[src/design/ick_consts.svh]
// Constants for the configuration key and direct-programming logic.
// Included by every design module of the block.
`ifndef ICK_CONSTS_SVH
`define ICK_CONSTS_SVH
`define ICK_KEY_LEN        6'h20
`define ICK_AP_DEFAULT     10'h279
`define ICK_AP_ALT1        10'h279
`define ICK_AP_ALT2        10'h20f
`define ICK_AP_ALT3        10'h2af
`define ICK_CMD_CSN        8'h06
`define ICK_CMD_LDN        8'h15
`define ICK_CMD_IO0        8'h47
`define ICK_CMD_IO1        8'h48
`define ICK_CMD_IO2        8'h42
`define ICK_CMD_IRQ0       8'h22
`define ICK_CMD_IRQ1       8'h27
`define ICK_CMD_DMA0       8'h2a
`define ICK_CMD_DMA1       8'h25
`define ICK_CMD_ACT        8'h33
`define ICK_CMD_CHIP_ON    8'h79
`define ICK_CTRL_OFS       4'h5
`define ICK_DIS_PNP        8'h55
`define ICK_DIS_KEY1       8'h56
`define ICK_CFG_CTRL_IDX   8'h02
`define ICK_WAIT_FOR_KEY   8'h02
`define ICK_RDP_LOW        2'h3
`define ICK_EE_SIG0        8'h55
`define ICK_EE_SIG1        8'hbb
`define ICK_HW_LEN_EE      5'h17
`define ICK_HW_LEN_HOST    5'h13
`define ICK_HW_HOST_SKIP   5'h04
`define ICK_B7_PKB         5
`define ICK_B7_FKB         4
`define ICK_B7_SKB         3
`define ICK_NUM_LDEV       3'h6
`define ICK_HW_DEFAULTS    {8'h03, 8'h10, 8'hfc, 8'hb9, 8'h75, 8'h48, 8'h08, 8'h00, \
                            8'h00, 8'h80, 8'h10, 8'h08, 8'h04, 8'h20, 8'h05, 8'h00, \
                            8'h80, 8'h03, 8'h00, 8'hdd, 8'h00, 8'hbb, 8'h55}
`endif

[src/design/ick_pkg.sv]
// Types for the configuration key block.
// Constant values live in ick_consts.svh.
package ick_pkg;
  typedef enum logic [4:0] {
    ICK_ST_WAIT  = 5'h01,
    ICK_ST_DCMD  = 5'h02,
    ICK_ST_DDAT  = 5'h04,
    ICK_ST_RDP   = 5'h08,
    ICK_ST_PNPC  = 5'h10
  } ick_state_t;
endpackage
[src/design/ick_config_key.sv]
// Configuration key detection, direct programming and second-key access.
// Assumes ISA I/O strobes already synchronised to mclk, one pulse per cycle.
`timescale 1ns/10ps
`include "ick_consts.svh"
// Function
// - Full first key on address port enters direct programming mode.
// - First key is 32 fixed bytes 96,35...1A matched in order.
// - Address port at 279h by default, two alternative locations selectable.
// - Command 06h plus data byte programs card select number.
// - Command 15h plus byte selects logical device 0 to 5.
// - Commands 47h,48h,42h take high then low byte for I/O bases.
// - Commands 22h,27h set interrupt select 0 and 1.
// - Commands 2Ah,25h set DMA select 0 and 1.
// - Command 33h with 01h activates device, with 00h deactivates.
// - Byte 79h activates chip and ends direct programming.
// - 55h at control base plus 5 blocks PnP key, 56h first key.
// - Key blocks persist until reset drive or power loss.
// - Second key is 32 fixed bytes 95,B1...A8 matched in order.
// - Byte 33 after second key gives read port bits 9:2, bits 1:0 11.
// - Second key enters configuration state directly, skipping isolation.
// - Read data port is read/write; no separate write data port.
// - 02h to address then 02h to read port returns to wait-for-key.
// - Config load takes 23 bytes from EEPROM, 19 from host.
// - EEPROM present only if first bytes are 55h then BBh.
// - Bytes 3 and 4 hold length, high first, low default DDh.
// - Bytes 19 to 21 map interrupt pins, lower nibble first.
// - Byte 22 maps DMA A/B, byte 23 DMA C and seventh interrupt.
// - Config byte 7 bits block PnP, first and second keys.
module ick_config_key import ick_pkg::*; #(
  parameter logic [255:0] KEY1 = {
    8'h96, 8'h35, 8'h9a, 8'hcd, 8'he6, 8'hf3, 8'h79, 8'hbc,
    8'h5e, 8'haf, 8'h57, 8'h2b, 8'h15, 8'h8a, 8'hc5, 8'he2,
    8'hf1, 8'hf8, 8'h7c, 8'h3e, 8'h9f, 8'h4f, 8'h27, 8'h13,
    8'h09, 8'h84, 8'h42, 8'ha1, 8'hd0, 8'h68, 8'h34, 8'h1a},
  parameter logic [255:0] KEY2 = {
    8'h95, 8'hb1, 8'hd8, 8'h6c, 8'h36, 8'h9b, 8'h4d, 8'ha6,
    8'hd3, 8'h69, 8'hb4, 8'h5a, 8'had, 8'hd6, 8'heb, 8'h75,
    8'hba, 8'hdd, 8'hee, 8'hf7, 8'h7b, 8'h3d, 8'h9e, 8'hcf,
    8'h67, 8'h33, 8'h19, 8'h8c, 8'h46, 8'ha3, 8'h51, 8'ha8}
) (
  // Clock and reset (reset is the ISA reset drive or power-on)
  input  wire logic        mclk,
  input  wire logic        rst,
  // ISA I/O access, one-cycle strobes
  input  wire logic [9:0]  io_addr,
  input  wire logic [7:0]  io_wdata,
  input  wire logic        io_wr,
  input  wire logic        io_rd,
  output logic      [7:0]  io_rdata,
  output logic             io_rdata_vld,
  // Address port selection
  input  wire logic [1:0]  ap_sel,
  // Control block base, as programmed for the control device
  input  wire logic [11:0] control_block_base,
  // Hardware configuration load stream
  input  wire logic        hw_load_start,
  input  wire logic        hw_load_host,
  input  wire logic        hw_byte_vld,
  input  wire logic [7:0]  hw_byte,
  // Status
  output logic             direct_config_method,
  output logic             second_unlock_key,
  output logic             chip_active,
  output logic [7:0]       csn,
  output logic [5:0]       ldev_active,
  output logic [9:0]       rdp_addr,
  output logic             pnp_key_block,
  output logic             first_key_block,
  output logic             second_key_block,
  output logic             ee_present,
  output logic [15:0]      ee_length,
  output logic [23:0]      interrupt_pins,
  output logic [11:0]      dma_pin_pairs,
  output logic [3:0]       irq_g_map,
  // Resource readback of the selected logical device
  output logic [81:0]      ldev_res
);
  // ****************************************************************
  // Decode
  // ****************************************************************
  localparam int RW = 82;
  ick_state_t   st_q, st_d;
  logic [7:0]   cmd_q;
  logic [1:0]   left_q;
  logic [7:0]   hi_q;
  logic [2:0]   ldn_q;
  logic [7:0]   pidx_q;
  logic [7:0]   hw_q [23];
  logic [4:0]   hw_idx_q;
  logic         hw_bad_q;
  logic         sw_pkb_q, sw_fkb_q;
  logic [9:0]   ap_addr;
  logic         ap_wr, rdp_wr, rdp_rd, ctl_wr;
  logic         key1_done, key2_done;
  logic         blk1, blk2;
  logic         cmd_wr, dat_wr;
  logic [RW-1:0] m_mask, m_data;
  logic [RW-1:0] m_rdata;
  logic         m_we;
  logic [4:0]   hw_slot;

  function automatic logic [1:0] data_count(input logic [7:0] c);
    unique case (c)
      `ICK_CMD_IO0, `ICK_CMD_IO1, `ICK_CMD_IO2: data_count = 2'h2;
      `ICK_CMD_CSN, `ICK_CMD_LDN, `ICK_CMD_IRQ0, `ICK_CMD_IRQ1,
      `ICK_CMD_DMA0, `ICK_CMD_DMA1, `ICK_CMD_ACT: data_count = 2'h1;
      default:                                  data_count = 2'h0;
    endcase
  endfunction

  assign ap_addr = (ap_sel == 2'h1) ? `ICK_AP_ALT2 :
                   (ap_sel == 2'h2) ? `ICK_AP_ALT3 : `ICK_AP_DEFAULT;
  assign ap_wr   = io_wr && (io_addr == ap_addr);
  assign rdp_wr  = io_wr && (io_addr == rdp_addr) && (st_q == ICK_ST_PNPC);
  assign rdp_rd  = io_rd && (io_addr == rdp_addr) && (st_q == ICK_ST_PNPC);
  assign ctl_wr  = io_wr && chip_active &&
                   (io_addr == control_block_base[9:0] + {6'h00, `ICK_CTRL_OFS});
  assign blk1    = first_key_block || (st_q != ICK_ST_WAIT);
  assign blk2    = second_key_block || (st_q != ICK_ST_WAIT);
  assign cmd_wr  = ap_wr && (st_q == ICK_ST_DCMD);
  assign dat_wr  = ap_wr && (st_q == ICK_ST_DDAT);

  ick_key_match #(.KEY(KEY1)) u_key1 (
    .mclk    (mclk),
    .rst     (rst),
    .wr_stb  (ap_wr),
    .wr_data (io_wdata),
    .blocked (blk1),
    .done    (key1_done)
  );

  ick_key_match #(.KEY(KEY2)) u_key2 (
    .mclk    (mclk),
    .rst     (rst),
    .wr_stb  (ap_wr),
    .wr_data (io_wdata),
    .blocked (blk2),
    .done    (key2_done)
  );

  // ****************************************************************
  // Mode sequencing
  // ****************************************************************
  always_comb begin
    st_d = st_q;
    unique case (st_q)
      ICK_ST_WAIT: begin
        if (key1_done) begin
          st_d = ICK_ST_DCMD;
        end else if (key2_done) begin
          st_d = ICK_ST_RDP;
        end
      end
      ICK_ST_DCMD: begin
        if (cmd_wr && io_wdata == `ICK_CMD_CHIP_ON) begin
          st_d = ICK_ST_WAIT;
        end else if (cmd_wr && data_count(io_wdata) != 2'h0) begin
          st_d = ICK_ST_DDAT;
        end
      end
      ICK_ST_DDAT: begin
        if (dat_wr && left_q == 2'h1) begin
          st_d = ICK_ST_DCMD;
        end
      end
      ICK_ST_RDP: begin
        if (ap_wr) begin
          st_d = ICK_ST_PNPC;
        end
      end
      ICK_ST_PNPC: begin
        if (rdp_wr && pidx_q == `ICK_CFG_CTRL_IDX && io_wdata == `ICK_WAIT_FOR_KEY) begin
          st_d = ICK_ST_WAIT;
        end
      end
    endcase
  end

  // ****************************************************************
  // Resource write assembly
  // ****************************************************************
  // Field layout: io0[15:0] io1[31:16] io2[47:32] irq0 irq1 dma0 dma1 act[80]
  always_comb begin
    m_mask = '0;
    m_data = '0;
    unique case (cmd_q)
      `ICK_CMD_IO0:  begin m_mask[15:0]  = 16'hffff; m_data[15:0]  = {hi_q, io_wdata}; end
      `ICK_CMD_IO1:  begin m_mask[31:16] = 16'hffff; m_data[31:16] = {hi_q, io_wdata}; end
      `ICK_CMD_IO2:  begin m_mask[47:32] = 16'hffff; m_data[47:32] = {hi_q, io_wdata}; end
      `ICK_CMD_IRQ0: begin m_mask[55:48] = 8'hff; m_data[55:48] = io_wdata; end
      `ICK_CMD_IRQ1: begin m_mask[63:56] = 8'hff; m_data[63:56] = io_wdata; end
      `ICK_CMD_DMA0: begin m_mask[71:64] = 8'hff; m_data[71:64] = io_wdata; end
      `ICK_CMD_DMA1: begin m_mask[79:72] = 8'hff; m_data[79:72] = io_wdata; end
      `ICK_CMD_ACT:  begin m_mask[80] = 1'b1; m_data[80] = io_wdata[0]; end
      default: ;
    endcase
  end
  // High byte arrives first, so only the last data byte writes
  assign m_we = dat_wr && left_q == 2'h1 && cmd_q != `ICK_CMD_CSN
                && cmd_q != `ICK_CMD_LDN;

  ick_ldev_mem #(.W(RW), .N(6)) u_mem (
    .mclk  (mclk),
    .rst   (rst),
    .we    (m_we),
    .waddr (ldn_q),
    .wmask (m_mask),
    .wdata (m_data),
    .raddr (ldn_q),
    .rdata (m_rdata)
  );

  // ****************************************************************
  // Command state
  // ****************************************************************
  always_ff @(posedge mclk or posedge rst) begin
    if (rst) begin
      st_q   <= ICK_ST_WAIT;
      cmd_q  <= 8'h00;
      left_q <= 2'h0;
      hi_q   <= 8'h00;
      ldn_q  <= 3'h0;
      pidx_q <= 8'h00;
    end else begin
      st_q <= st_d;
      if (cmd_wr) begin
        cmd_q  <= io_wdata;
        left_q <= data_count(io_wdata);
      end else if (dat_wr) begin
        left_q <= left_q - 2'h1;
        hi_q   <= io_wdata;
        if (cmd_q == `ICK_CMD_LDN && io_wdata < {5'h00, `ICK_NUM_LDEV}) begin
          ldn_q <= io_wdata[2:0];
        end
      end
      if (ap_wr && st_q == ICK_ST_PNPC) begin
        pidx_q <= io_wdata;
      end
    end
  end

  // ****************************************************************
  // Outputs and key blocks
  // ****************************************************************
  always_ff @(posedge mclk or posedge rst) begin
    if (rst) begin
      csn          <= 8'h00;
      ldev_active  <= 6'h00;
      chip_active  <= 1'b0;
      rdp_addr     <= 10'h000;
      sw_pkb_q     <= 1'b0;
      sw_fkb_q     <= 1'b0;
      io_rdata     <= 8'h00;
      io_rdata_vld <= 1'b0;
      direct_config_method <= 1'b0;
      second_unlock_key    <= 1'b0;
      ldev_res     <= '0;
    end else begin
      direct_config_method <= st_d == ICK_ST_DCMD || st_d == ICK_ST_DDAT;
      second_unlock_key    <= st_d == ICK_ST_RDP || st_d == ICK_ST_PNPC;
      ldev_res     <= m_rdata;
      if (dat_wr && cmd_q == `ICK_CMD_CSN) begin
        csn <= io_wdata;
      end
      if (dat_wr && cmd_q == `ICK_CMD_ACT) begin
        ldev_active[ldn_q] <= io_wdata[0];
      end
      if (cmd_wr && io_wdata == `ICK_CMD_CHIP_ON) begin
        chip_active <= 1'b1;
      end
      if (st_q == ICK_ST_RDP && ap_wr) begin
        rdp_addr <= {io_wdata, `ICK_RDP_LOW};
      end
      // Cleared only by reset, which is reset drive or power-on
      if (ctl_wr && io_wdata == `ICK_DIS_PNP) begin
        sw_pkb_q <= 1'b1;
      end
      if (ctl_wr && io_wdata == `ICK_DIS_KEY1) begin
        sw_fkb_q <= 1'b1;
      end
      io_rdata_vld <= rdp_rd;
      if (rdp_rd) begin
        io_rdata <= (pidx_q == `ICK_CMD_CSN) ? csn : 8'h00;
      end
    end
  end

  // ****************************************************************
  // Hardware configuration image
  // ****************************************************************
  // Host load skips the validation and length bytes
  assign hw_slot = hw_load_host ? hw_idx_q + `ICK_HW_HOST_SKIP : hw_idx_q;
  localparam logic [183:0] HW_DEF = `ICK_HW_DEFAULTS;

  always_ff @(posedge mclk or posedge rst) begin
    if (rst) begin
      for (int i = 0; i < `ICK_HW_LEN_EE; i++) begin
        hw_q[i] <= HW_DEF[i*8 +: 8];
      end
      hw_idx_q <= 5'h00;
      hw_bad_q <= 1'b0;
      ee_present <= 1'b0;
    end else begin
      if (hw_load_start) begin
        hw_idx_q <= 5'h00;
        hw_bad_q <= 1'b0;
        ee_present <= 1'b0;
      end else if (hw_byte_vld && !hw_bad_q && hw_slot < `ICK_HW_LEN_EE) begin
        hw_idx_q <= hw_idx_q + 5'h01;
        if ((hw_slot == 5'h00 && hw_byte != `ICK_EE_SIG0) ||
            (hw_slot == 5'h01 && hw_byte != `ICK_EE_SIG1)) begin
          hw_bad_q <= 1'b1;
        end else begin
          hw_q[hw_slot] <= hw_byte;
        end
        if (hw_slot == 5'h01 && hw_byte == `ICK_EE_SIG1 && !hw_load_host) begin
          ee_present <= 1'b1;
        end
      end
    end
  end

  always_ff @(posedge mclk or posedge rst) begin
    if (rst) begin
      pnp_key_block    <= 1'b0;
      first_key_block  <= 1'b0;
      second_key_block <= 1'b0;
      ee_length        <= 16'h0000;
      interrupt_pins   <= 24'h000000;
      dma_pin_pairs    <= 12'h000;
      irq_g_map        <= 4'h0;
    end else begin
      pnp_key_block    <= sw_pkb_q || hw_q[6][`ICK_B7_PKB];
      first_key_block  <= sw_fkb_q || hw_q[6][`ICK_B7_FKB];
      second_key_block <= hw_q[6][`ICK_B7_SKB];
      ee_length        <= {hw_q[2], hw_q[3]};
      interrupt_pins   <= {hw_q[20], hw_q[19], hw_q[18]};
      dma_pin_pairs    <= {hw_q[22][3:0], hw_q[21]};
      irq_g_map        <= hw_q[22][7:4];
    end
  end
endmodule

[src/design/ick_key_match.sv]
// Matches one 32-byte unlock sequence on address port writes.
// Assumes one-cycle write strobes on the same clock; key byte order is fixed.
`timescale 1ns/10ps
`include "ick_consts.svh"
module ick_key_match import ick_pkg::*; #(
  parameter logic [255:0] KEY = 256'h0
) (
  // Clock and reset
  input  wire logic       mclk,
  input  wire logic       rst,
  // Address port write
  input  wire logic       wr_stb,
  input  wire logic [7:0] wr_data,
  input  wire logic       blocked,
  // Result
  output logic            done
);
  logic [5:0] idx_q;
  logic [5:0] idx_d;
  logic [7:0] expect_byte;
  logic [7:0] first_byte;
  logic       hit;
  logic       hit_first;

  assign expect_byte = KEY[255 - idx_q[4:0]*8 -: 8];
  assign first_byte  = KEY[255 -: 8];
  assign hit         = wr_data == expect_byte;
  assign hit_first   = wr_data == first_byte;
  // A breaking byte may itself start a fresh attempt
  assign idx_d = blocked ? 6'h00 :
                 !wr_stb ? idx_q :
                 hit ? ((idx_q == `ICK_KEY_LEN - 6'h01) ? 6'h00 : idx_q + 6'h01) :
                 (hit_first ? 6'h01 : 6'h00);

  always_ff @(posedge mclk or posedge rst) begin
    if (rst) begin
      idx_q <= 6'h00;
      done  <= 1'b0;
    end else begin
      idx_q <= idx_d;
      done  <= !blocked && wr_stb && hit && (idx_q == `ICK_KEY_LEN - 6'h01);
    end
  end
endmodule

[src/design/ick_ldev_mem.sv]
// Per-logical-device resource store, one word per device.
// Assumes a single writer; read data come out of a register.
`timescale 1ns/10ps
`include "ick_consts.svh"
module ick_ldev_mem #(
  parameter int W = 82,
  parameter int N = 6
) (
  // Clock and reset
  input  wire logic                 mclk,
  input  wire logic                 rst,
  // Write
  input  wire logic                 we,
  input  wire logic [2:0]           waddr,
  input  wire logic [W-1:0]         wmask,
  input  wire logic [W-1:0]         wdata,
  // Read
  input  wire logic [2:0]           raddr,
  output logic      [W-1:0]         rdata
);
  logic [W-1:0] mem_q [N];

  always_ff @(posedge mclk or posedge rst) begin
    if (rst) begin
      for (int i = 0; i < N; i++) begin
        mem_q[i] <= '0;
      end
      rdata <= '0;
    end else begin
      if (we && (int'(waddr) < N)) begin
        mem_q[waddr] <= (mem_q[waddr] & ~wmask) | (wdata & wmask);
      end
      rdata <= (int'(raddr) < N) ? mem_q[raddr] : '0;
    end
  end
endmodule

[config.mk]
export PLATFORM = sky130hd
export DESIGN_NAME = ick_config_key
export DESIGN_NICKNAME = d
export VERILOG_FILES = /design/src/design/ick_pkg.sv /design/src/design/ick_config_key.sv /design/src/design/ick_key_match.sv /design/src/design/ick_ldev_mem.sv
export VERILOG_INCLUDE_DIRS = /design/src /design/src/design
export SDC_FILE = /design/constraint.sdc
export NUM_CORES = 2
export LEC_CHECK = 0
export BUFFER_PORTS_ARGS = -buffer_cell sky130_fd_sc_hd__buf_2
export CAP_MARGIN = 20
export CORE_MARGIN = 3
export CORE_UTILIZATION = 54
export CTS_CLUSTER_DIAMETER = 100
export DETAILED_ROUTE_END_ITERATION = 8
export GPL_ROUTABILITY_DRIVEN = 0
export GPL_TIMING_DRIVEN = 0
export PLACE_DENSITY = 0.79
export SLEW_MARGIN = 20
export SYNTH_ARGS = -nofsm -noshare
export SYNTH_HDL_FRONTEND = slang
export SYNTH_SLANG_ARGS = --single-unit
[constraint.sdc]
create_clock -name mclk -period 26.1 [get_ports mclk]
set_clock_uncertainty 0.15 [all_clocks]
set_input_delay 2.61 -clock mclk [delete_from_list [all_inputs] [get_ports mclk]]
set_output_delay 2.61 -clock mclk [all_outputs]
set_load 0.02 [all_outputs]
==> impl_metrics.toml <==
[synth]
synth_top_family_by_area = "compound AO/OA/AOI/OAI gates"
synth_flop_cell = "dfrtp_1"
synth_mux_area_share_pct = 8.01
synthTopCellsByCount = "840 x dfrtp_1, 521 x nand2_1, 346 x o21ai_0"
synth-seq-cells = 866
yosysMostFrequentCell = "dfrtp_1"
synth_top_area_share_pct = 60.3
synth_nets = 3164
synth-seq-area-share_pct = 62.2
yosysTopAreaCell = "dfrtp_1"
synth-compound-area-share_pct = 13.9
synth_simple_gate_area_share_pct = 10.7
syn_area_per_cell_sq_um = 11.3
synth-edff-count = 0
synth_area_leaders = "dfrtp_1 60%, nand2_1 5.6%, a22oi_1 5.4%"
yosysUniqueCellTypes = 67
ys.warnings.count = 0
syn-cell-area_sq_um = 34900
synthArstFlopShare_pct = 100
netlist_instances = 3096
yosys.area_share.adder_pct = 0.753
synth_xor_area_share_pct = 1.31

[sta]
tns_ps = 0
fmax_mhz = 143
finalCritPeriodShare_pct = 26.7
hold_viol_final = 0
setup_slack_ps = 19130
setup_viol = 0
min_period_ps = 6970
tightest_slew_ps = 1230
slew_headroom_pct = 18.2
report.final.slew_viol_count = 0
rsz0062_at_grt = "false"

[global_route]
met3_usage_pct = 8.34
grt_pass1_vias = 26600
grt_pass1_wl_mm = 158
busiest_layer = "met2"
grtUsageMet2_pct = 46.2
use_met1_pct = 40.3
grtUsageTotal_pct = 30.8
grt_max_degree = 38
antenna_found_initial = 7
grt_overflow = 0

[cells_and_area]
layout-drive-gt1-share_pct = 17.7
multi_input_area_sq_um = 12100
postLayoutCoreUtil_pct = 63.8
seq_area_sq_um = 21700
fill_cells = 4913
area.growth.synth_to_final_pct = 16.2
final_nets = 3497
stdcell_area_sq_um = 40500

[placed_design]
placed_area_sq_um = 37600
numPortBuffers = 214
place_worst_setup_slack_ps = 18730
hpwl_mm = 68.0

[routing]
wl_per_cell_um = 24.2
vias = 27100
drt_iter0_markers = 3276
avgViaCountPerCell = 6.24
drc = 0
dr.pass1.iters = 8
drt-total-wl_mm = 105
ant_nets = 0

[worst_setup_path]
critical_path_arrival_ps = 7320
rr_worst_depth = 11
path_class = "input port to register"
max_stage_delay_ps = 690
regToRegEndpoint = "u_mem.mem_q[49]"
slowest_stage = "nor4_4"
cp_top_family = "simple AND/OR/NAND/NOR gates"
end_kind = "register"
critPathBufInv = 6
regToRegStartpoint = "cmd_q[2]"
crit_fanout = 10
setup.worst_path.end = "u_mem.mem_q[49]"
cp-start-kind = "input port"
crit_chain = "buf_2 > inv_1 > ha_1 > or4_1 > a2111o_1 > buf_2 > nor4_4 > nand4b_2 > or2_2 > clkbuf_1 > clkbuf_1 > clkbuf_1 > nand2_1 > o21ai_0"
cp.required_ps = 26450
path_common_cell = "clkbuf_1"
cp.depth = 14
r2r_setup_slack_ps = 21740
timing.critical_path.from = "ap_sel[0]"

[run]
drv_cap = 0

[power_and_ir_drop]
total_power_mw = 2.69
peakVddDrop_v = 0.0000424
leakage_nw = 19.2
p_per_area_nw_per_um2 = 66.4

[floorplan]
fp.dieH_um = 260
ios = 225
rows = 92
dieWidth_um = 260
die_area_sq_um = 67700
start_util_pct = 54.9
core_area_sq_um = 63500

[clocking]
cts.sinks = 866
cts_tree = "yes"
h-tree-depth = 3
post_cts_resize_count = 0
clk_pin_slew_worst_paths_ps = 70
post_cts_buffers = 0
cts_buffers = 86
insertion_delay_ps = 660
cts_hold_buffers = 0
ctsRootBufferMaster = "clkbuf_16"
clockBufferDepth = 3

[min_path]
hold_path_class = "register to register"

[run_status]
outcome = "complete, no violations"
[worst min-delay path by stage]
stage	to	startpoint	slack, ps	depth (start not counted)
floorplan	ldev_res[0]	u_mem.rdata[0]	180	0
finish	ldev_res[12]	u_mem.rdata[12]	190	0
CTS	ldev_res[52]	u_mem.rdata[52]	190	0
global placement	ldev_res[69]	u_mem.rdata[69]	180	0
detailed placement	ldev_res[1]	u_mem.rdata[1]	180	0
global route	ldev_res[52]	u_mem.rdata[52]	190	0
[registers in the layout, indices dropped and copies added (netlist names), 9 cells and up]
register	count
u_mem.mem_q	492
dma_pin_pairs	12
ee_length	16
hw_q	59
rdp_addr	9
u_mem.rdata	82
ldev_res	82
interrupt_pins	24
[layout by cell type (no fill, tap or decap), types with 21 or more instances in the layout]
master / Yosys / final
a22oi_1: 251 / 251
clkbuf_1: 190 / 206
o21ai_0: 346 / 346
nor2_1: 46 / 46
nand2_1: 521 / 521
ha_1: 21 / 21
dfrtp_1: 840 / 840
inv_1: 36 / 35
a21oi_1: 31 / 31
o21ai_1: 116 / 116
nand3_1: 110 / 110
buf_12: 0 / 26
clkbuf_16: 0 / 87
xnor2_1: 35 / 35
dfstp_2: 26 / 26
mux2i_1: 80 / 80
buf_2: 33 / 248
mux2_2: 138 / 138
mux2_1: 21 / 21
[per-stage QoR]
| step | instances | hold slack, ps |
|---|---|---|
| floorplan | 3096 | 181 |
| global placement | 4156 | 182 |
| detailed placement | 4187 | 185 |
| CTS | 4345 | 189 |
| global route | 4346 | 191 |
| finish | 4346 | 191 |
[logic make-up (layout without fill, tap and decap cells)]
logic type / Yosys count / in the layout
DFF: 866 / 866
AOI/OAI and AO/OA: 809 / 809
and+or+nand+nor: 828 / 828
xor gates and xnor gates: 52 / 52
adders and majority gates: 21 / 21
muxes: 250 / 250
other: 0 / 1
buffers and inverters: 270 / 673
[layer usage]
| layer | vias to the layer above | share of wire (%) | routed length (um) |
|---|---|---|---|
| li1 | 11600 | - | - |
| met1 | 13400 | 37 | 39200 |
| met2 | 1686 | 45 | 47600 |
| met3 | 410 | 11 | 11900 |
| met4 | 6 | 6.2 | 6540 |
| met5 | - | 0.066 | 69 |
[worst reg2reg max path, cell delays in order, from the launching register on]
cell and delay, ps:
dfrtp_1 460, nor2b_1 220, nand2_1 90, nor4_1 450
a21oi_1 130, nand4b_2 170, or2_2 130, clkbuf_1 680
clkbuf_1 910, clkbuf_1 660, nand2_1 130, o21ai_0 100
[power breakdown]
| part | internal (mW) | total [mW] | switching (mW) |
|---|---|---|---|
| registers | 1.35 | 1.35 | 0.00321 |
| clock network | 0.733 | 1.26 | 0.527 |
| logic | 0.0238 | 0.0797 | 0.0559 |
| total | 2.11 | 2.69 | 0.586 |
[cell type report]
cell class	instances	share of cell area, %
tap	846	2.61
clock buffer	129	6.26
buffer	233	2.32
clock inverter	29	0.824
sequential	866	53.6
inverter	37	0.352
antenna	1	0.00617
multi-input combinational	1960	29.9
timing repair buffer	245	4.17
Power figures use the tool's default switching activity.
